$ cat config.mk
export PLATFORM = sky130hd
export DESIGN_NAME = config_list_parser
export DESIGN_NICKNAME = d
export VERILOG_FILES = /design/src/include/cfg_list_pkg.sv /design/src/config_list_parser.sv /design/src/dio_tristate_gate.sv
export SDC_FILE = /design/constraint.sdc
export NUM_CORES = 1
export LEC_CHECK = 0
export ABC_AREA = 1
export BUFFER_PORTS_ARGS = -buffer_cell sky130_fd_sc_hd__buf_2
export CORE_MARGIN = 4
export CORE_UTILIZATION = 40
export DETAILED_ROUTE_END_ITERATION = 12
export SLEW_MARGIN = 0
export SYNTH_ARGS = -nofsm -noshare
export SYNTH_HDL_FRONTEND = slang
export SYNTH_HIERARCHICAL = 1
export SYNTH_SLANG_ARGS = --single-unit
export TNS_END_PERCENT = 10
$ cat constraint.sdc
create_clock -name ref_clk -period 5.34 [get_ports ref_clk]
set_clock_uncertainty 0.15 [all_clocks]
set_input_delay 0.534 -clock ref_clk [delete_from_list [all_inputs] [get_ports ref_clk]]
set_output_delay 0.534 -clock ref_clk [all_outputs]
set_load 0.02 [all_outputs]
$ cat src/include/cfg_list_pkg.sv
// Constants, types and the summary of operation for the configuration list parser.
// Summary of operation
// - Record list reading begins at EEPROM byte 140.
// - Every record opens with start flag byte 0x01.
// - Flag byte 0x00 ends the list; parsing stops there.
// - Type byte 0x02 at record index 1 marks a serial bridge record.
// - Function ID at index 2: 0x0B first serial port, 0x0C second.
// - Index 3 of a serial bridge record holds the bridge type ID.
// - Type IDs 0x01 to 0x04 decode into the listed port mode pairs.
// - Type byte 0x01 marks a MAC address record.
// - MAC record function ID 0x04 targets MII, 0x05 targets RMII.
// - Bytes at indices 3 to 8 form the six-byte MAC address.
// - Digital I/O stays undriven before and during configuration.
// - After configuration, lines the design does not use stay undriven.
// - Pin listing: one function ID per pin, pin 0 at byte 20.
// - Records are read only within bytes 140 to 253.
package cfg_list_pkg;

	localparam logic [7:0] PIN_BASE = 8'h14;
	localparam int PIN_COUNT = 23;
	localparam logic [4:0] PIN_LAST_IDX = 5'h16;
	localparam logic [7:0] LIST_BASE = 8'h8c;
	localparam logic [7:0] LIST_LAST = 8'hfd;

	localparam logic [7:0] FLAG_START = 8'h01;
	localparam logic [7:0] FLAG_END = 8'h00;
	localparam logic [7:0] TYPE_MAC = 8'h01;
	localparam logic [7:0] TYPE_SPI = 8'h02;
	localparam logic [7:0] FID_MII = 8'h04;
	localparam logic [7:0] FID_RMII = 8'h05;
	localparam logic [7:0] FID_SPI1 = 8'h0b;
	localparam logic [7:0] FID_SPI2 = 8'h0c;
	localparam logic [7:0] TID_232_232 = 8'h01;
	localparam logic [7:0] TID_232_485422 = 8'h02;
	localparam logic [7:0] TID_485422_485422 = 8'h03;
	localparam logic [7:0] TID_485_485 = 8'h04;

	localparam logic [4:0] IDX_FLAG = 5'h00;
	localparam logic [4:0] IDX_TYPE = 5'h01;
	localparam logic [4:0] IDX_FUNC = 5'h02;
	localparam logic [4:0] IDX_DATA = 5'h03;
	localparam logic [4:0] IDX_MAC_LAST = 5'h08;

	// Target slots, also the bit positions of the valid vector.
	localparam logic [1:0] TGT_SPI1 = 2'h0;
	localparam logic [1:0] TGT_SPI2 = 2'h1;
	localparam logic [1:0] TGT_MII = 2'h2;
	localparam logic [1:0] TGT_RMII = 2'h3;

	typedef enum logic [3:0] {
		S_IDLE = 4'h1,
		S_PINS = 4'h2,
		S_RECS = 4'h4,
		S_DONE = 4'h8
	} parser_fsm_type;

	typedef enum logic [1:0] {
		MODE_NONE = 2'h0,
		MODE_RS232 = 2'h1,
		MODE_RS485_422 = 2'h2,
		MODE_RS485 = 2'h3
	} port_mode_type;

	typedef struct packed {
		port_mode_type port1;
		port_mode_type port2;
	} mode_pair_type;

	typedef struct packed {
		parser_fsm_type state;
		logic [7:0] addr;
		logic [4:0] idx;
		logic is_mac;
		logic [1:0] target;
		logic [47:0] mac_acc;
		logic rd_req;
		logic done;
		logic error;
		logic [3:0] valid;
		mode_pair_type spi1_modes;
		mode_pair_type spi2_modes;
		logic [47:0] mii_mac;
		logic [47:0] rmii_mac;
		logic [PIN_COUNT-1:0][7:0] pin_func;
	} parser_state_type;

	typedef struct packed {
		logic out;
		logic oe;
	} dio_pad_type;

endpackage

$ cat src/config_list_parser.sv
// Parser for the pin listing and additional configuration list of a card EEPROM.
`timescale 1ns/10ps
`default_nettype none
module config_list_parser #(
	parameter int LINES = 23
) (
	input wire logic ref_clk,
	input wire logic rst,
	input wire logic start,
	output logic rd_req,
	output logic [7:0] rd_addr,
	input wire logic rd_valid,
	input wire logic [7:0] rd_data,
	output logic busy,
	output logic done,
	output logic error,
	output logic [3:0] valid,
	output cfg_list_pkg::mode_pair_type spi1_modes,
	output cfg_list_pkg::mode_pair_type spi2_modes,
	output logic [47:0] mii_mac,
	output logic [47:0] rmii_mac,
	output logic [cfg_list_pkg::PIN_COUNT*8-1:0] pin_func,
	input wire logic [LINES-1:0] design_out,
	input wire logic [LINES-1:0] design_oe,
	output logic [LINES-1:0] pad_out,
	output logic [LINES-1:0] pad_oe
);

	cfg_list_pkg::parser_state_type st_reg;
	cfg_list_pkg::parser_state_type st_next;

	function automatic cfg_list_pkg::mode_pair_type decode_modes(input logic [7:0] tid);
		cfg_list_pkg::mode_pair_type m;
		m = '{cfg_list_pkg::MODE_NONE, cfg_list_pkg::MODE_NONE};
		unique case (tid)
			cfg_list_pkg::TID_232_232:
				m = '{cfg_list_pkg::MODE_RS232, cfg_list_pkg::MODE_RS232};
			cfg_list_pkg::TID_232_485422:
				m = '{cfg_list_pkg::MODE_RS232, cfg_list_pkg::MODE_RS485_422};
			cfg_list_pkg::TID_485422_485422:
				m = '{cfg_list_pkg::MODE_RS485_422, cfg_list_pkg::MODE_RS485_422};
			cfg_list_pkg::TID_485_485:
				m = '{cfg_list_pkg::MODE_RS485, cfg_list_pkg::MODE_RS485};
			default:
				m = '{cfg_list_pkg::MODE_NONE, cfg_list_pkg::MODE_NONE};
		endcase
		return m;
	endfunction

	////////////////////////////////////////////////////////////////////////////////

	always_comb
	begin
		logic go;
		logic fail;
		logic fin;
		logic adv;
		logic over;
		cfg_list_pkg::mode_pair_type modes;
		go = start && (st_reg.state == cfg_list_pkg::S_IDLE || st_reg.state == cfg_list_pkg::S_DONE);
		fail = 1'b0;
		fin = 1'b0;
		adv = 1'b0;
		over = 1'b0;
		modes = decode_modes(rd_data);
		st_next = st_reg;
		unique case (st_reg.state)
			cfg_list_pkg::S_IDLE, cfg_list_pkg::S_DONE:
			begin
				if (go)
				begin
					st_next.state = cfg_list_pkg::S_PINS;
					st_next.addr = cfg_list_pkg::PIN_BASE;
					st_next.idx = '0;
					st_next.rd_req = 1'b1;
					st_next.done = 1'b0;
					st_next.error = 1'b0;
					st_next.valid = '0;
				end
			end
			cfg_list_pkg::S_PINS:
			begin
				if (rd_valid)
				begin
					st_next.pin_func[st_reg.idx] = rd_data;
					if (st_reg.idx == cfg_list_pkg::PIN_LAST_IDX)
					begin
						st_next.state = cfg_list_pkg::S_RECS;
						st_next.addr = cfg_list_pkg::LIST_BASE;
						st_next.idx = cfg_list_pkg::IDX_FLAG;
					end
					else
					begin
						st_next.addr = st_reg.addr + 8'h01;
						st_next.idx = st_reg.idx + 5'h01;
					end
				end
			end
			cfg_list_pkg::S_RECS:
			begin
				if (rd_valid)
				begin
					adv = 1'b1;
					st_next.idx = st_reg.idx + 5'h01;
					if (st_reg.idx == cfg_list_pkg::IDX_FLAG)
					begin
						if (rd_data == cfg_list_pkg::FLAG_END)
							fin = 1'b1;
						else if (rd_data != cfg_list_pkg::FLAG_START)
							fail = 1'b1;
					end
					else if (st_reg.idx == cfg_list_pkg::IDX_TYPE)
					begin
						if (rd_data == cfg_list_pkg::TYPE_MAC)
							st_next.is_mac = 1'b1;
						else if (rd_data == cfg_list_pkg::TYPE_SPI)
							st_next.is_mac = 1'b0;
						else
							fail = 1'b1;
					end
					else if (st_reg.idx == cfg_list_pkg::IDX_FUNC)
					begin
						if (st_reg.is_mac && rd_data == cfg_list_pkg::FID_MII)
							st_next.target = cfg_list_pkg::TGT_MII;
						else if (st_reg.is_mac && rd_data == cfg_list_pkg::FID_RMII)
							st_next.target = cfg_list_pkg::TGT_RMII;
						else if (!st_reg.is_mac && rd_data == cfg_list_pkg::FID_SPI1)
							st_next.target = cfg_list_pkg::TGT_SPI1;
						else if (!st_reg.is_mac && rd_data == cfg_list_pkg::FID_SPI2)
							st_next.target = cfg_list_pkg::TGT_SPI2;
						else
							fail = 1'b1;
					end
					else if (!st_reg.is_mac)
					begin
						// A bridge type outside the table is treated as an unknown record.
						if (modes.port1 == cfg_list_pkg::MODE_NONE)
							fail = 1'b1;
						else if (st_reg.target == cfg_list_pkg::TGT_SPI1)
							st_next.spi1_modes = modes;
						else
							st_next.spi2_modes = modes;
						st_next.valid[st_reg.target] = 1'b1;
						st_next.idx = cfg_list_pkg::IDX_FLAG;
					end
					else
					begin
						st_next.mac_acc = {st_reg.mac_acc[39:0], rd_data};
						if (st_reg.idx == cfg_list_pkg::IDX_MAC_LAST)
						begin
							if (st_reg.target == cfg_list_pkg::TGT_MII)
								st_next.mii_mac = {st_reg.mac_acc[39:0], rd_data};
							else
								st_next.rmii_mac = {st_reg.mac_acc[39:0], rd_data};
							st_next.valid[st_reg.target] = 1'b1;
							st_next.idx = cfg_list_pkg::IDX_FLAG;
						end
					end
				end
			end
			default:
				st_next.state = cfg_list_pkg::S_IDLE;
		endcase
		// A list that would run past the region end is malformed.
		// A record that closes on the last byte still counts; only the missing end flag is wrong.
		if (adv && !fail && !fin && st_reg.addr == cfg_list_pkg::LIST_LAST)
			over = 1'b1;
		if (fail || over || fin)
		begin
			st_next.state = cfg_list_pkg::S_DONE;
			st_next.rd_req = 1'b0;
			st_next.done = 1'b1;
			st_next.error = fail || over;
			if (fail)
				st_next.valid = st_reg.valid;
		end
		else if (adv)
			st_next.addr = st_reg.addr + 8'h01;
	end

	always_ff @(posedge ref_clk)
	begin
		if (rst)
		begin
			st_reg <= '0;
			st_reg.state <= cfg_list_pkg::S_IDLE;
		end
		else
			st_reg <= st_next;
	end

	assign rd_req = st_reg.rd_req;
	assign rd_addr = st_reg.addr;
	assign busy = st_reg.rd_req;
	assign done = st_reg.done;
	assign error = st_reg.error;
	assign valid = st_reg.valid;
	assign spi1_modes = st_reg.spi1_modes;
	assign spi2_modes = st_reg.spi2_modes;
	assign mii_mac = st_reg.mii_mac;
	assign rmii_mac = st_reg.rmii_mac;
	assign pin_func = st_reg.pin_func;

	// Lines are released only once parsing of the list has ended, cleanly or on an error. The next state drives the
	// gate so that the lines fall undriven at the very edge that takes a new start.
	dio_tristate_gate #(
		.LINES(LINES)
	) u_gate (
		.ref_clk(ref_clk),
		.rst(rst),
		.released(st_next.state == cfg_list_pkg::S_DONE),
		.design_out(design_out),
		.design_oe(design_oe),
		.pad_out(pad_out),
		.pad_oe(pad_oe)
	);

	wire in_recs = st_reg.state == cfg_list_pkg::S_RECS;
	wire rec_byte = in_recs && rd_valid;
endmodule
`default_nettype wire

$ cat src/dio_tristate_gate.sv
// Holds digital I/O lines undriven until configuration is over.
`timescale 1ns/10ps
`default_nettype none
module dio_tristate_gate #(
	parameter int LINES = 23
) (
	input wire logic ref_clk,
	input wire logic rst,
	input wire logic released,
	input wire logic [LINES-1:0] design_out,
	input wire logic [LINES-1:0] design_oe,
	output logic [LINES-1:0] pad_out,
	output logic [LINES-1:0] pad_oe
);

	cfg_list_pkg::dio_pad_type [LINES-1:0] pads_reg;
	cfg_list_pkg::dio_pad_type [LINES-1:0] pads_next;

	always_comb
	begin
		for (int i = 0; i < LINES; i++)
		begin
			pads_next[i].out = design_out[i];
			pads_next[i].oe = released & design_oe[i];
		end
	end

	always_ff @(posedge ref_clk)
	begin
		if (rst)
			pads_reg <= '0;
		else
			pads_reg <= pads_next;
	end

	genvar g;
	generate
		for (g = 0; g < LINES; g++)
		begin : g_pad
			assign pad_out[g] = pads_reg[g].out;
			assign pad_oe[g] = pads_reg[g].oe;
		end
	endgenerate
endmodule
`default_nettype wire
==> results by group <==
STA
  • Final hold vios: 0
  • Final critical-path required period: approximately 3.7 ns
  • Worst Hold Slack: about 0.034 ns
  • Slew @ Worst Pin: 1.10 ns
  • Max-slew violation count: 0
  • Crit share post-route: 0.684
  • Max Fclk: 0.274 GHz
  • RSZ-0062 raised after global routing: no
  • Final TNS setup: 0 ns
  • Finish-stage setup viols: 0
  • Worst setup margin: around 1.7 ns
  • Rel. slew slack: 0.265

Logic synthesis
  • Syn_area_per_cell: 8.28 µm²
  • Cell Area, Synth: approximately 17000 µm²
  • Synth Area in Compound Gates: 0.207
  • Yosys cell types: 36
  • Top cell type's share of synthesized area: 0.477
  • Main combinational cell family by area after synthesis: buffers and inverters
  • Mux contribution to synthesized area: 0
  • Ys Warns: 6
  • XOR/XNOR Fraction of Synth Area: 0.00260
  • Mapped Nets: 2096
  • Leading area contributor after synthesis: dfxtp_1
  • Synth Area in Simple Gates: 0.101
  • Mapped Cells: approximately 2000
  • Largest cells by area after synthesis: dfxtp_1, buf_4, a21oi_1
  • Seq/Total Area, Yosys: 0.477
  • Post-Synth Adder-Cell Area: 0.00446
  • #FFs+latches synth: approximately 400

Power and ir drop
  • Leakage dissipation: 8.43 nW
  • Max VDD drop: 0.246 mV
  • Power per cell area: 352 nW/µm²

Worst setup path
  • Worst Path Required: roughly 5.7 ns
  • CP Class: flop to flop
  • Cells on worst reg2reg path: 11
  • Crit path largest cell delay: about 0.66 ns
  • Worst path slowest cell: nand2_1
  • Endpoint class of the critical path: flop
  • Bufs and invs on worst path: 3
  • CP Cell Sequence: nor2_1 -> inv_2 -> nor3_4 -> nand2_1 -> clkinv_1 -> nand3_1 -> nand3_2 -> inv_1 -> nand2_1 -> nand2_1 -> nor2_2
  • R2R Setup Slk: approximately 1.7 ns
  • Crit path top cell by count: nand2_1
  • Delay-heaviest family, CP: simple AND/OR/NAND/NOR gates
  • Setup crit start kind: flop
  • Reg-to-reg endpoint: u_gate/pad_oe[6]
  • Critical path peak fanout: 24
  • Worst r2r src: st_reg[359]
  • Critical path arrival: ~4.0 ns

Floorplanning
  • Die Ht: 213 µm
  • Die width: around 210 µm
  • Rows: 74
  • Die area: approximately 45000 µm²
  • Core area: 41200 µm²
  • I/O pins: roughly 400
  • Initial Utilization: 0.408

Layout
  • Most frequent cells in the layout: buf_2, dfxtp_1, a21oi_1
  • Final nets: approximately 2200
  • Post-route insts no fill: between 2000 and 3000
  • Max reg flops: 184
  • Commonest non-fill, non-tap cell in the layout: buf_2
  • Area grow syn2layout: 9.38%
  • Final-layout fill cell count: a little over 4000
  • Share of layout cells above drive strength 1: 0.260

GRT
  • GRT Util Overall: 0.200
  • GRT overflow: 0
  • Largest net degree at the start of global routing: 159
  • Initial antenna violation count: 1
  • Global-route wire length before repair: between 70000 and 80000 µm
  • Vias in the first global route: 12299

Hold path
  • WHS Path Cells: 3
  • Hold path start: design_out[1]
  • Hold crit path type: input port to flop
  • Hold Path End: u_gate/pad_out[1]

Routing
  • Drt pass-1 iters: 5
  • ANT nets after route: 0
  • DRC viols: 0
  • Via count: 12949
  • Via density per instance: about 5
  • Wire length per cell: roughly 18 µm
  • Total Wirelength: 47900 µm
  • Iteration-0 DRC Markers: roughly 890

Clock tree
  • Clock Latency Late Sink: 0.58 ns
  • Reg clk slew, reported paths: 0.07 ns
  • Setup Buffers After CTS: 0
  • H-Tree Depth: 2
  • Clock tree buffer depth: 3
  • Clk sink count: 401
  • Clk root buf: clkbuf_16
  • Hold_buf cts: 16
  • CTS tree: built
  • CTS Buf Count: 44
  • Post-cts sizing count: 0

Flow run
  • MaxCap Viol Count: 0

Outcome
  • Status: finished, final reports clean

Placement
  • Port bufs: approximately 400
  • Setup WS pre-CTS: 0.990 ns
  • Routability cong.: 0.833
  • Dpl hpwl: 32400 µm
  • Placed Instances: roughly 2600
## cells in the mapped netlist
cell,number
dfxtp_1,401
buf_4,321
a21oi_1,294
o21ai_0,292
nor2_1,180
inv_1,157
nand2_1,119
clkbuf_1,69
a211oi_2,28
nand3_1,27
nor2_2,24
buf_2,16
nor3_1,15
o21ai_1,12
a211oi_1,11
buf_6,11
nand4_1,11
ha_1,6
inv_2,6
o211ai_1,5
xor2_1,4
clkinv_1,3
nand2_4,3
buf_1,2
nand2_2,2
nand3b_1,2
nor2_4,2
a31oi_1,1
inv_4,1
nand3_2,1
nand3_4,1
nor3_2,1
nor3_4,1
o21bai_1,1
or2_2,1
xnor2_1,1
## how the worst max path moves through the flow
stage                 from           endpoint  depth (start not counted)
2_1_floorplan   rd_data[1]  u_gate/pad_oe[11]                         16
5_1_grt         rd_data[0]   u_gate/pad_oe[8]                         14
6_report       st_reg[359]   u_gate/pad_oe[6]                         11
3_5_place_dp    rd_data[0]   u_gate/pad_oe[8]                         14
3_3_place_gp    rd_data[0]   u_gate/pad_oe[0]                         14
4_1_cts         rd_data[0]   u_gate/pad_oe[8]                         14
## layout make-up
class                   instances  area [µm²]  share of cell area
well taps                     532         666              0.0362
inverters                     167         634              0.0345
clock inverters                15         264              0.0143
diodes                          1        2.50            0.000136
clock buffers                  64        1240              0.0672
repair buffers                432        2280               0.124
multi-input cells            1045        5300               0.288
flip-flops and latches        401        8030               0.436
## metrics by stage
stage	cell area [µm²]	utilization	power (W)
final	18400	0.447	0.00647
after global routing	18400	0.447	0.00669
after CTS	18400	0.447	0.00655
after detailed placement	16700	0.406	0.00337
after global placement	16700	0.406	0.00337
after floorplan	16800	-	0.00328
## cells by family after synthesis
group,Yosys count
AOI/OAI and AO/OA,644
xor gates and xnor gates,5
adders and majority gates,6
DFF,401
and+or+nand+nor,390
buffers and inverters,586
## power by group
part | total, W | switching (W) | internal (W)
clock network | 0.00316 | 0.00125 | 0.00191
logic | 0.000283 | 0.000203 | 0.0000806
registers | 0.00303 | 0.0000149 | 0.00301
## worst min-delay path, stage by stage
cell    delay, ns
buf_2        0.07
inv_1        0.03
nor2_1       0.07
## metal layers
metal  part of all wire  track usage  vias up
met1               0.43        0.259     6041
met5                  0            0        -
met3              0.075       0.0589       64
met4              0.022       0.0524        0
met2               0.47        0.328      362
li1                   -            -     6482
No activity file was read; power rests on OpenSTA's default activity.
